`src/hdl/pcvec_pkg.sv`:
```
// shared constants and carriers for program sequencing and vectoring
// assumes a single system clock; no software-visible registers here
package pcvec_pkg;

  // address space
  localparam int unsigned PC_W        = 14;       // instruction address width
  localparam int unsigned PAGE_W      = 3;        // page select width
  localparam int unsigned PAGE_OFS_W  = 11;       // 2048 words per page
  localparam int unsigned STACK_DEPTH = 16;       // saved return levels
  localparam int unsigned SP_W        = 4;        // stack index width
  localparam int unsigned NUM_IRQ     = 5;        // interrupt sources
  localparam int unsigned PORT_W      = 4;        // input-only port pins

  // reset values
  localparam logic [PC_W-1:0]   RESET_VECTOR = 14'h0000;
  localparam logic [PAGE_W-1:0] PAGE_RESET   = 3'h0;

  // vector table, index = priority order (0 serves first)
  localparam logic [PC_W-1:0] VEC_FAST_DIV = 14'h0004;
  localparam logic [PC_W-1:0] VEC_TIMER0   = 14'h0008;
  localparam logic [PC_W-1:0] VEC_PORT     = 14'h000c;
  localparam logic [PC_W-1:0] VEC_SLOW_DIV = 14'h0014;
  localparam logic [PC_W-1:0] VEC_TIMER1   = 14'h0020;

  // source bit positions in flag and enable vectors
  localparam int unsigned SRC_FAST_DIV = 0;
  localparam int unsigned SRC_TIMER0   = 1;
  localparam int unsigned SRC_PORT     = 2;
  localparam int unsigned SRC_SLOW_DIV = 3;
  localparam int unsigned SRC_TIMER1   = 4;

  // sequencing operation requested by the decoder for this instruction
  typedef enum logic [2:0] {
    PCVEC_OP_NEXT = 3'h0,  // plain increment
    PCVEC_OP_JUMP = 3'h1,  // jump into selected page
    PCVEC_OP_CALL = 3'h2,  // call into selected page
    PCVEC_OP_RET  = 3'h3,  // return from call or interrupt
    PCVEC_OP_HOLD = 3'h4   // stay (multi-cycle instruction)
  } pcvec_op_t;

  // one instruction step from the decoder
  typedef struct packed {
    logic                  valid;      // boundary: instruction completes
    pcvec_op_t             op;         // sequencing operation
    logic [PAGE_OFS_W-1:0] target;     // in-page destination offset
    logic                  page_wr;    // move to page register
    logic                  page_reg;   // source: 1 data register, 0 imm
    logic [3:0]            page_imm;   // immediate operand nibble
    logic [3:0]            page_data;  // data register nibble
  } pcvec_step_t;

endpackage : pcvec_pkg

```
`src/hdl/pcvec_core.sv`:
```
// program counter, page select, return stack and interrupt vectoring
// assumes the decoder drives one step per cycle on the system clock and
// that the interrupt source events are one-cycle pulses on that clock;
// the reset pin and the input-only port come from outside the domain
//
// What this block does
// - fourteen-bit program counter over 16384 words
// - reset loads address zero and fetches there
// - vectors 0004, 0008, 000C for first three
// - slow divider to 0014, timer 1 to 0020
// - fixed priority fast, timer0, port, slow, timer1
// - jump and call use preselected page
// - page move takes immediate or register value
// - sixteen nested levels of calls and interrupts
// - five sources: four internal, one external port
// - each port pin raises port interrupt independently
// - push on call or interrupt, pop on return
// - eight pages of 2048 words, page selects
// - flag taken only when its enable set
`timescale 1ns/10ps

module pcvec_core
  import pcvec_pkg::*;
#(
  parameter int unsigned SYNC_STAGES = 2  // pin synchroniser depth
) (
  // clock and reset
  input  wire logic                CLOCK_I,
  input  wire logic                RSTN_I,
  // reset pin, active low, asynchronous to the clock
  input  wire logic                RESET_PIN_N_I,
  // decoder step
  input  wire pcvec_step_t         STEP_I,
  // internal source events, one-cycle pulses
  input  wire logic                FAST_DIV_EVT_I,
  input  wire logic                SLOW_DIV_EVT_I,
  input  wire logic                TIMER0_EVT_I,
  input  wire logic                TIMER1_EVT_I,
  // input-only port pins and per-pin wake enable
  input  wire logic [PORT_W-1:0]   INTERRUPT_INPUT_PORT_I,
  input  wire logic [PORT_W-1:0]   PORT_PIN_EN_I,
  // flag control from the data path
  input  wire logic [NUM_IRQ-1:0]  INTERRUPT_ENABLE_BITS_I,
  input  wire logic [NUM_IRQ-1:0]  EVENT_FLAG_CLR_I,
  // sequencing outputs
  output logic [PC_W-1:0]          PC_O,
  output logic [PAGE_W-1:0]        INSTRUCTION_PAGE_SELECT_O,
  output logic [NUM_IRQ-1:0]       EVENT_FLAG_BITS_O,
  output logic                     IRQ_TAKEN_O,
  output logic [SP_W:0]            STACK_LEVEL_O
);

  // synchronisers for pins from outside the clock domain
  logic [SYNC_STAGES-1:0] rst_sync_q;            // reset pin chain
  logic [PORT_W-1:0]      port_s1_q;             // port first stage
  logic [PORT_W-1:0]      port_s2_q;             // port second stage
  logic [PORT_W-1:0]      port_prev_q;           // for falling edges

  // sequencing state
  logic [PC_W-1:0]        pc_q;                  // program counter
  logic [PC_W-1:0]        pc_d;                  // next counter value
  logic [PAGE_W-1:0]      page_q;                // selected page
  logic [NUM_IRQ-1:0]     flag_q;                // sticky event flags
  logic [PC_W-1:0]        stack_q [STACK_DEPTH]; // return addresses
  logic [SP_W-1:0]        sp_q;                  // next free slot
  logic [SP_W:0]          level_q;               // occupied levels
  logic                   taken_q;               // registered take pulse

  // combinational helpers
  logic                   sys_rst;               // either reset
  logic [NUM_IRQ-1:0]     pending;               // enabled flags
  logic                   take;                  // take interrupt now
  logic [PC_W-1:0]        vec;                   // winning vector
  logic [NUM_IRQ-1:0]     win;                   // one-hot winner
  logic [PORT_W-1:0]      port_hit;              // per-pin edges
  logic [NUM_IRQ-1:0]     events;                // all source events
  logic                   do_push;               // stack push
  logic                   do_pop;                // stack pop
  logic [PC_W-1:0]        pc_inc;                // next sequential
  logic [PC_W-1:0]        branch;                // paged destination

  // reset pin through two flops; the release is only seen synchronised
  always_ff @(posedge CLOCK_I) begin
    if (!RSTN_I) begin
      rst_sync_q <= '0;
    end else begin
      rst_sync_q <= {rst_sync_q[SYNC_STAGES-2:0], RESET_PIN_N_I};
    end
  end

  assign sys_rst = !RSTN_I || !rst_sync_q[SYNC_STAGES-1];

  // port pins through two flops before any edge logic looks at them
  always_ff @(posedge CLOCK_I) begin
    if (!RSTN_I) begin
      port_s1_q   <= '1;
      port_s2_q   <= '1;
      port_prev_q <= '1;
    end else begin
      port_s1_q   <= INTERRUPT_INPUT_PORT_I;
      port_s2_q   <= port_s1_q;
      port_prev_q <= port_s2_q;
    end
  end

  // each pin fires on its own falling edge, gated by its own enable
  assign port_hit = port_prev_q & ~port_s2_q & PORT_PIN_EN_I;

  // five event sources in priority order
  always_comb begin
    events                = '0;
    events[SRC_FAST_DIV]  = FAST_DIV_EVT_I;
    events[SRC_TIMER0]    = TIMER0_EVT_I;
    events[SRC_PORT]      = |port_hit;
    events[SRC_SLOW_DIV]  = SLOW_DIV_EVT_I;
    events[SRC_TIMER1]    = TIMER1_EVT_I;
  end

  // only enabled flags compete for service
  assign pending = flag_q & INTERRUPT_ENABLE_BITS_I;

  // fixed priority: lowest index wins
  always_comb begin
    win = '0;
    vec = VEC_FAST_DIV;
    if (pending[SRC_FAST_DIV]) begin
      win[SRC_FAST_DIV] = 1'b1;
      vec               = VEC_FAST_DIV;
    end else if (pending[SRC_TIMER0]) begin
      win[SRC_TIMER0]   = 1'b1;
      vec               = VEC_TIMER0;
    end else if (pending[SRC_PORT]) begin
      win[SRC_PORT]     = 1'b1;
      vec               = VEC_PORT;
    end else if (pending[SRC_SLOW_DIV]) begin
      win[SRC_SLOW_DIV] = 1'b1;
      vec               = VEC_SLOW_DIV;
    end else if (pending[SRC_TIMER1]) begin
      win[SRC_TIMER1]   = 1'b1;
      vec               = VEC_TIMER1;
    end
  end

  // interrupts wait for an instruction boundary; a hold step is not one
  assign take = STEP_I.valid && (STEP_I.op != PCVEC_OP_HOLD)
                && (|pending);

  // sticky flags: a new event wins over a clear in the same cycle;
  // hardware clears the served flag when the vector is taken
  always_ff @(posedge CLOCK_I) begin
    if (sys_rst) begin
      flag_q <= '0;
    end else begin
      flag_q <= (flag_q & ~EVENT_FLAG_CLR_I & ~(take ? win : '0))
                | events;
    end
  end

  // sequential address and paged branch destination
  assign pc_inc = pc_q + 14'h0001;
  assign branch = {page_q, STEP_I.target};

  // push on call or interrupt, pop on return (an interrupt replaces it)
  assign do_push = take || (STEP_I.valid && STEP_I.op == PCVEC_OP_CALL);
  assign do_pop  = !take && STEP_I.valid && STEP_I.op == PCVEC_OP_RET;

  // next program counter
  always_comb begin
    pc_d = pc_q;
    if (take) begin
      pc_d = vec;
    end else if (STEP_I.valid) begin
      unique case (STEP_I.op)
        PCVEC_OP_NEXT: pc_d = pc_inc;
        PCVEC_OP_JUMP: pc_d = branch;
        PCVEC_OP_CALL: pc_d = branch;
        PCVEC_OP_RET:  pc_d = stack_q[sp_q - 4'h1];
        PCVEC_OP_HOLD: pc_d = pc_q;
        default:       pc_d = pc_inc;   // illegal op code: step on
      endcase
    end
  end

  // program counter; either reset forces the reset vector
  always_ff @(posedge CLOCK_I) begin
    if (sys_rst) begin
      pc_q <= RESET_VECTOR;
    end else begin
      pc_q <= pc_d;
    end
  end

  // page register; the top nibble bit has no page behind it
  always_ff @(posedge CLOCK_I) begin
    if (sys_rst) begin
      page_q <= PAGE_RESET;
    end else if (STEP_I.valid && STEP_I.page_wr) begin
      page_q <= STEP_I.page_reg ? STEP_I.page_data[PAGE_W-1:0]
                                : STEP_I.page_imm[PAGE_W-1:0];
    end
  end

  // return stack as a circular buffer: pushing past sixteen overwrites
  // the oldest entry, so depth never exceeds sixteen
  always_ff @(posedge CLOCK_I) begin
    if (do_push) begin
      // on interrupt the saved address is the jump target for a jump, else the next sequential word
      stack_q[sp_q] <= take ? pc_d_seq(STEP_I, pc_inc, branch, pc_q)
                            : pc_inc;
    end
  end

  // return address when an interrupt pre-empts a step at a boundary
  function automatic logic [PC_W-1:0] pc_d_seq(
    input pcvec_step_t     s,
    input logic [PC_W-1:0] inc,
    input logic [PC_W-1:0] br,
    input logic [PC_W-1:0] cur
  );
    logic [PC_W-1:0] r;
    r = inc;
    unique case (s.op)
      PCVEC_OP_JUMP: r = br;
      PCVEC_OP_HOLD: r = cur;
      default:       r = inc;
    endcase
    return r;
  endfunction

  // stack pointer and level count
  always_ff @(posedge CLOCK_I) begin
    if (sys_rst) begin
      sp_q    <= '0;
      level_q <= '0;
    end else if (do_push) begin
      sp_q    <= sp_q + 4'h1;
      if (level_q != 5'(STACK_DEPTH)) begin
        level_q <= level_q + 5'h01;
      end
    end else if (do_pop) begin
      sp_q    <= sp_q - 4'h1;
      if (level_q != 5'h00) begin
        level_q <= level_q - 5'h01;
      end
    end
  end

  // take pulse, registered on the same edge that loads the vector
  always_ff @(posedge CLOCK_I) begin
    if (sys_rst) begin
      taken_q <= 1'b0;
    end else begin
      taken_q <= take;
    end
  end

  // outputs, all from flops
  assign PC_O                      = pc_q;
  assign INSTRUCTION_PAGE_SELECT_O = page_q;
  assign EVENT_FLAG_BITS_O         = flag_q;
  assign IRQ_TAKEN_O               = taken_q;
  assign STACK_LEVEL_O             = level_q;

  // checks

  chk_reset_vector: assert property (
    @(posedge CLOCK_I)
    !RSTN_I |=> pc_q == RESET_VECTOR)
    else $error("pc not at reset vector after reset");

  chk_vector_load: assert property (
    @(posedge CLOCK_I) disable iff (sys_rst)
    take && pending[SRC_FAST_DIV] |=> pc_q == 14'h0004)
    else $error("fast divider vector wrong");

  // slow divider wins only once the three higher sources are quiet
  chk_slow_vector: assert property (
    @(posedge CLOCK_I) disable iff (sys_rst)
    take && pending[SRC_SLOW_DIV] && (pending & 5'h07) == 5'h00
      |=> pc_q == 14'h0014)
    else $error("slow divider vector wrong");

  chk_prio_order: assert property (
    @(posedge CLOCK_I) disable iff (sys_rst)
    take && pending[SRC_TIMER0] && !pending[SRC_FAST_DIV]
      |=> pc_q == 14'h0008)
    else $error("timer 0 should win over lower sources");

  chk_gate_enable: assert property (
    @(posedge CLOCK_I) disable iff (sys_rst)
    (flag_q & INTERRUPT_ENABLE_BITS_I) == '0 |-> !take)
    else $error("interrupt taken without enabled flag");

  chk_jump_page: assert property (
    @(posedge CLOCK_I) disable iff (sys_rst)
    !take && STEP_I.valid && STEP_I.op == PCVEC_OP_JUMP
      |=> pc_q[PC_W-1:PAGE_OFS_W] == $past(page_q))
    else $error("jump left the selected page");

  chk_call_return: assert property (
    @(posedge CLOCK_I) disable iff (sys_rst)
    !take && STEP_I.valid && STEP_I.op == PCVEC_OP_CALL
      ##1 !take && STEP_I.valid && STEP_I.op == PCVEC_OP_RET
      |=> pc_q == $past(pc_q, 2) + 14'h0001)
    else $error("return did not resume after call");

  chk_level_bound: assert property (
    @(posedge CLOCK_I) disable iff (sys_rst)
    level_q <= 5'h10)
    else $error("stack level above sixteen");

  // a hold step keeps the counter even while a source is pending
  chk_boundary_take: assert property (
    @(posedge CLOCK_I) disable iff (sys_rst)
    STEP_I.valid && STEP_I.op == PCVEC_OP_HOLD
      |=> pc_q == $past(pc_q) && !taken_q)
    else $error("interrupt taken off a boundary");

  // a plain step pre-empted by an interrupt must resume one word on
  chk_irq_return: assert property (
    @(posedge CLOCK_I) disable iff (sys_rst)
    take && STEP_I.op == PCVEC_OP_NEXT
      |=> stack_q[sp_q - 4'h1] == $past(pc_q) + 14'h0001)
    else $error("interrupt saved a wrong return address");

  chk_port_pin: assert property (
    @(posedge CLOCK_I) disable iff (sys_rst)
    |port_hit |=> flag_q[SRC_PORT])
    else $error("port pin edge lost");

endmodule // pcvec_core

```
`config.mk`:
```
export PLATFORM = sky130hd
export DESIGN_NAME = pcvec_core
export DESIGN_NICKNAME = d
export VERILOG_FILES = /design/src/hdl/pcvec_pkg.sv /design/src/hdl/pcvec_core.sv
export SDC_FILE = /design/constraint.sdc
export NUM_CORES = 1
export LEC_CHECK = 0
export BUFFER_PORTS_ARGS = -buffer_cell sky130_fd_sc_hd__clkbuf_2
export CAP_MARGIN = 20
export CORE_MARGIN = 3
export CORE_UTILIZATION = 52
export CTS_CLUSTER_DIAMETER = 100
export CTS_CLUSTER_SIZE = 30
export DETAILED_ROUTE_END_ITERATION = 6
export GPL_TIMING_DRIVEN = 0
export PLACE_DENSITY = 0.7
export SLEW_MARGIN = 20
export SYNTH_ARGS = -nofsm -noshare
export SYNTH_HDL_FRONTEND = slang
export SYNTH_SLANG_ARGS = --single-unit
```
`constraint.sdc`:
```
create_clock -name CLOCK_I -period 9.05 [get_ports CLOCK_I]
set_input_delay 2.715 -clock CLOCK_I [delete_from_list [all_inputs] [get_ports CLOCK_I]]
set_output_delay 2.715 -clock CLOCK_I [all_outputs]
set_load 0.02 [all_outputs]
```
==> flow_summary_export.csv, run 1 <==
group,metric,value,unit
floorplan,die_h,154,µm
worst_setup_path,path_class,"in -> reg",
timing,worstMarginPinSlew,961,ps
synth,syn_nets,804,
synth,async_flop_share,0,%
place,portBuffers,75,
grt,overflow,0,
power_and_ir_drop,p_int,1.67,mW
layout,most-common-layout-cells,"224 x edfxtp_1, 75 x clkbuf_2, 65 x nand2_1",
synth,yosysSeqAreaShare,66.8,%
synth,netlist-cell-type-count,65,
cts,clockRootBuffer,"clkbuf_16",
detailed_routing,wl_met1,11.7,mm
cts,clk-insertion-delay-late,500,ps
floorplan,dieArea,23800,µm²
synth,synth_top_family_by_area,"multiplexers",
place,place.gp.congestion,0.933,
synth,ys.flop_type,"edfxtp_1",
cts,cts_tree,"built",
timing,fin_ws,3760,ps
floorplan,die_w,154,µm
synth,synth_compound_area_share,7.67,%
synth,avgSynthCellArea,15.4,µm²
worst_setup_path,r2r_end,"PC_O[5]",
worst_setup_path,crit_required,9220,ps
worst_setup_path,crit_path_end_kind,"flip-flop",
place,postPlaceCellArea,12400,µm²
cts,clockBufferDepth,3,
detailed_routing,avgViaCountPerCell,6.51,
synth,synth_edf_count,224,
power_and_ir_drop,leakage,4.59,nW
timing,finalHoldViolCount,0,
detailed_routing,drt_iter0_drc,731,
cts,postCtsSetupBuffers,0,
power_and_ir_drop,ir_drop,101,µV
floorplan,io-pin-count,78,
cts,cts-resized-gates,0,
layout,fin_cells,1134,
timing,fin_crit,5290,ps
cts,htreeDepth,1,
place,dp_cells,1112,
detailed_routing,drt_wl_total,28.8,mm
layout,nNetsFinal,912,
worst_hold_path,holdPathStages,1,
detailed_routing,vias,7381,
synth,muxShareOfSynthArea,12.7,%
detailed_routing,wl_met3,2.75,mm
detailed_routing,wl_per_cell,25.4,µm
grt,grt_pass1_wl,43.6,mm
timing,fmax,189,MHz
worst_setup_path,crit_end,"stack_q[14][10]",
synth,synth_area,11400,µm²
place,place_ws,3150,ps
floorplan,row_count,53,
layout,num_antenna_cells,0,
timing,clock_skew,27.3,ps
cts,clock_sinks,270,
detailed_routing,wl_met2,13.8,mm
worst_setup_path,regToRegStartpoint,"sp_q[0]",
synth,synthCells,744,
timing,tns,0,ps
timing,slew_violations,0,
power_and_ir_drop,switchingPower,434,µW
timing,rsz0062_at_grt,"false",
power_and_ir_drop,power_density,164,nW/µm²
timing,fin_crit_sh,58.5,%
synth,synth-simple-area-share,8.34,%
power_and_ir_drop,netSwitchingFraction,20.6,%
power_and_ir_drop,clkPwrFrac,32.7,%
grt,antenna_found_initial,1,
floorplan,initial_core_util,53.6,%
worst_setup_path,path_max_fanout,16,
layout,drive_above_1_share,25.0,%
floorplan,coreArea,21400,µm²
worst_setup_path,crit_arrival,5460,ps
layout,num-fill-cells,1597,
outcome,status,"complete, no violations",
place,dp_hpwl,20.2,mm
grt,grt_max_degree,32,
layout,final_area,12900,µm²
worst_setup_path,critPathLaunchType,"input port",
power_and_ir_drop,combPwrFrac,3.9,%
layout,syn2layout_area_growth,12.6,%
worst_setup_path,cp-startpoint,"INTERRUPT_ENABLE_BITS_I[0]",
worst_setup_path,r2r_cells,12,
cts,clkTransAtPathRegs,110,ps
grt,grt_usage,24.0,%
detailed_routing,ant_nets,0,
timing,setup_viol,0,
synth,synth_xor_area_share,1.44,%
worst_setup_path,rrSetupSlack,5020,ps
flow_run,maxCapViolCount,0,
grt,grt_pass1_vias,7099,
detailed_routing,top_layer_used,"met5",
cts,numCtsBuffers,13,
layout,final_util,60.4,%
cts,cts_hold_buf,0,
power_and_ir_drop,power_frac_seq,63.4,%
synth,synthAdderAreaFrac,1.16,%
timing,max_slew_margin,35.5,%
detailed_routing,drt-pass1-iter-count,6,
synth,yosysWarnings,0,
detailed_routing,drc_errors,0,
synth,ys_ff_latch,270,
worst_hold_path,hold_path.class,"reg -> reg",
layout,final_common_cell,"edfxtp_1",
-- synth_stat cells (3+ instances only) --
cell      number  area, µm²
and3_1         6       37.5
nand3b_1       3       22.5
o22ai_1        6       37.5
buf_2          8       40.0
buf_4          6       45.0
o21ai_1        3       15.0
nand3_1       17       85.1
a221o_1        3       30.0
xor2_1         8       70.1
and4_1         4       35.0
a221oi_1       4       35.0
o211ai_1       3       22.5
nor2_1        41        154
nand4_1        9       56.3
mux4_2        57       1280
nand2_1       65        244
a22o_1         4       35.0
a211oi_1      12       90.1
a31oi_1        8       50.1
a21o_1         4       30.0
mux2i_1       16        160
a21oi_1       30        150
o31a_1         4       35.0
nor3_1        12       60.1
ha_1           9        113
edfxtp_1     224       6730
nor4_1         5       31.3
nand2b_1      18        113
clkbuf_1      23       86.3
dfxtp_1       46        921
and2_1         8       50.1
o21ai_0       16       80.1
inv_1          9       33.8
o21a_1         4       30.0
a22oi_1        4       30.0
xnor2_1        9       78.8
-- layout make-up --
type	instances	area [µm²]	share of cell area, %
multi-input combinational	425	3690	28.6
timing repair buffer	93	578	4.49
inverter	10	37.5	0.291
buffer	39	179	1.39
clock buffer	18	344	2.67
tap	275	344	2.67
clock inverter	4	71.3	0.553
sequential	270	7650	59.3
-- power groups by stage --
stage	Clock (mW)	Sequential [mW]	Combinational (mW)
2_1_floorplan	0	1.37	0.0453
3_3_place_gp	0	1.36	0.0774
3_5_place_dp	0	1.36	0.0803
4_1_cts	0.699	1.34	0.0809
5_1_grt	0.743	1.34	0.0887
6_report	0.688	1.34	0.0828
-- stage by stage --
step,total power [mW],hold slack [ps]
after global routing,2.17,436
final,2.11,419
after floorplan,1.41,386
after global placement,1.44,391
after CTS,2.12,422
after detailed placement,1.45,396
-- worst min path at each step --
| stage | startpoint | to | slack [ps] |
|---|---|---|---|
| after floorplan | port_s1_q[0] | port_s2_q[0] | 390 |
| after global placement | port_s1_q[3] | port_s2_q[3] | 390 |
| after detailed placement | port_s1_q[0] | port_s2_q[0] | 400 |
| after CTS | port_s1_q[0] | port_s2_q[0] | 420 |
| after global routing | port_s1_q[0] | port_s2_q[0] | 440 |
| final | port_s1_q[3] | port_s2_q[3] | 420 |
-- per-layer routing --
metal  GRT usage [%]  up-vias
met5               0        -
met4            5.93        2
met3            3.11       65
met2            39.1      441
met1            34.9     3729
li1                -     3144
-- flip-flops by register name, summed over array words and instances (netlist names), 3 cells and up --
signal / cells
port_s2_q: 4
port_s1_q: 4
PC_O: 14
stack_q: 224
STACK_LEVEL_O: 5
sp_q: 4
port_prev_q: 4
INSTRUCTION_PAGE_SELECT_O: 3
EVENT_FLAG_BITS_O: 5
-- critical path, stage by stage --
cell      delay [ps]
clkbuf_2         100
a222oi_1         800
nand2_1          310
and3_1           250
clkbuf_1         220
buf_2            270
o21ai_1          780
-- logic make-up (layout without fill, tap and decap cells) --
logic type	count (synthesis)	in the layout
AOI/OAI and AO/OA	126	126
DFF	270	270
buffers and inverters	49	164
and+or+nand+nor	197	197
muxes	74	74
xor gates and xnor gates	18	18
adders and majority gates	10	10
No activity file was read; power rests on OpenSTA's default activity.
==> inputs of run 2 (changes only) <==
ABC_AREA = 1   (was unset)
PLACE_DENSITY = 0.73   (was 0.7)
clock period = 4.25 ns   (was 9.05 ns; I/O delays follow)
==> run 2 against run 1 <==
  * The run now ends with design-rule violations left
  * Die area increased by 3.3%
  * Core utilization down 0.70 points
  * Largest power group unchanged
  * Combinational power increased by 130%
  * Register-to-register slack got worse by 4300 ps
  * Power is 110% higher
  * Flip-flop and latch count unchanged
  * Non-clock buffer count up 14
  * Critical path depth up 8
==> flow_summary_export.csv, run 2 <==
group,metric,value,unit
outcome,status,"finished with violations",
outcome,violations,"design-rule violations",
grt,grt_usage,25.8,%
synth,yosysSeqAreaShare,64.6,%
cts,clkTransAtPathRegs,110,ps
cts,numCtsBuffers,12,
cts,cts_hold_buf,0,
timing,fin_hold_ws,400,ps
cts,cts-resized-gates,0,
timing,fmax,286,MHz
synth,synthTopCellsByArea,"edfxtp_1 57%, nand2_1 12%, nand3_1 9.8%",
detailed_routing,ant_nets,0,
timing,setup_viol,0,
synth,synthCells,1188,
synth,netlist-cell-type-count,35,
place,postPlaceCellArea,12800,µm²
timing,finalHoldViolCount,0,
grt,grt_pass1_vias,8364,
synth,ys.flop_type,"edfxtp_1",
layout,drive_above_1_share,13.1,%
cts,htreeDepth,1,
timing,fin_ws,755,ps
synth,synth_top_family_by_area,"simple AND/OR/NAND/NOR gates",
synth,muxShareOfSynthArea,0,%
layout,final_util,59.7,%
timing,rsz0062_at_grt,"false",
timing,slew_violations,0,
detailed_routing,vias,9006,
layout,num_antenna_cells,0,
flow_run,maxCapViolCount,0,
timing,fin_crit,3490,ps
floorplan,row_count,54,
worst_setup_path,rrSetupSlack,760,ps
synth,synth_xor_area_share,1.35,%
synth,synth_top_area_share,56.8,%
cts,clk-insertion-delay-late,490,ps
floorplan,initial_core_util,53.6,%
synth,synthAdderAreaFrac,1.12,%
timing,fin_crit_sh,82.2,%
synth,synth_area,11800,µm²
power_and_ir_drop,power_density,333,nW/µm²
cts,clock_sinks,270,
synth,synth-simple-area-share,25.2,%
worst_setup_path,critPathLaunchType,"flip-flop",
synth,avgSynthCellArea,9.97,µm²
floorplan,dieArea,24600,µm²
place,place.gp.congestion,0.918,
detailed_routing,drt-pass1-iter-count,7,
synth,yosysWarnings,0,
worst_setup_path,crit_arrival,3860,ps
cts,cts_tree,"built",
grt,antenna_found_initial,0,
cts,postCtsSetupBuffers,0,
timing,max_slew_margin,38.2,%
floorplan,die_h,157,µm
worst_setup_path,path_max_fanout,12,
layout,num-fill-cells,1830,
floorplan,io-pin-count,78,
synth,async_flop_share,0,%
detailed_routing,wl_per_cell,20.3,µm
detailed_routing,drt_iter0_drc,1208,
power_and_ir_drop,leakage,5.30,nW
cts,clockRootBuffer,"clkbuf_16",
layout,most-common-layout-cells,"367 x nand2_1, 231 x nand3_1, 224 x edfxtp_1",
worst_setup_path,crit_required,4610,ps
worst_setup_path,crit_path_end_kind,"flip-flop",
layout,syn2layout_area_growth,11.3,%
synth,syn_nets,1248,
place,dp_hpwl,22.5,mm
detailed_routing,drc_errors,1,
synth,synth_compound_area_share,3.08,%
detailed_routing,drt_wl_total,32.1,mm
place,portBuffers,75,
layout,regMostFlops,"stack_q",
layout,nNetsFinal,1354,
synth,ys_ff_latch,270,
layout,final_area,13200,µm²
synth,synth.most_common_cell,"nand2_1",
grt,overflow,0,
synth,synth_edf_count,224,
worst_hold_path,hold_path.class,"reg -> reg",
worst_setup_path,path_class,"reg -> reg",
detailed_routing,avgViaCountPerCell,5.70,
grt,grt_pass1_wl,48.0,mm
floorplan,die_w,157,µm
synth,synth_top_cell_by_area,"edfxtp_1",
grt,grt_max_degree,32,
timing,clock_skew,19.7,ps
layout,final_common_cell,"nand2_1",
synth,synth_commonest_cells,"367 x nand2_1, 231 x nand3_1, 224 x edfxtp_1",
power_and_ir_drop,ir_drop,234,µV
timing,worstMarginPinSlew,925,ps
cts,clockBufferDepth,3,
place,place_ws,608,ps
layout,largest_reg_flops,224,
floorplan,coreArea,22100,µm²
run 2: cell types whose count changed after synthesis, moves of 11 or more:
cell	previous run	this run
nand2b_1	18	0
inv_1	9	75
mux2i_1	16	0
nor2_1	41	72
a211oi_1	12	1
nand2_1	65	367
buf_2	8	22
mux4_2	57	0
nand3_1	17	231
run 2: where the power goes:
part | total (mW) | internal [mW] | switching (mW)
logic | 0.191 | 0.0608 | 0.130
clock network | 1.35 | 0.579 | 0.769
registers | 2.85 | 2.84 | 0.00549
run 2: cell families after synthesis:
logic type	Yosys count
xor gates and xnor gates	14
and+or+nand+nor	696
buffers and inverters	132
DFF	270
AOI/OAI and AO/OA	66
adders and majority gates	10
run 2: path summary, 6_finish.rpt:
kind,endpoint,depth (start not counted),startpoint
max,PC_O[6],15,sp_q[0]
min,port_s2_q[0],2,port_s1_q[0]
max reg2reg,PC_O[6],15,sp_q[0]
min reg2reg,port_s2_q[0],2,port_s1_q[0]
run 2: metrics by stage:
stage	power, mW	TNS, ps	cells
6_report	4.38	0	1580
5_1_grt	4.51	0	1580
4_1_cts	4.39	0	1580
3_5_place_dp	3.09	0	1560
3_3_place_gp	3.09	-7500	1543
2_1_floorplan	3.01	0	1188
run 2: per-layer routing:
metal  GRT usage, %  vias up  wire length [µm]
li1               -     4230                 -
met1           35.9     4264             12900
met2           41.1      437             15000
met3           4.48       75              2940
met4           9.50        0              1300
met5              0        -                 0
run 2: critical path, cell delays in order (launching register included):
cell and delay [ps]:
dfxtp_1 360, buf_2 180, inv_2 160, buf_2 280, buf_2 300, ha_1 270
buf_2 180, inv_2 190, clkbuf_1 510, nand3_1 140, nand3_1 170, nand3_1 180
nand3_1 160, nand3_1 110, nand2_1 100, a21oi_1 60
run 2: layout make-up:
cell class / count / area (µm²) / share of cell area, %
Buffer: 54 / 253 / 1.92
Sequential cell: 270 / 7650 / 58.0
Timing Repair Buffer: 92 / 578 / 4.39
Inverter: 78 / 293 / 2.22
Tap cell: 280 / 350 / 2.66
Multi-Input combinational cell: 786 / 3710 / 28.1
Clock buffer: 20 / 352 / 2.67
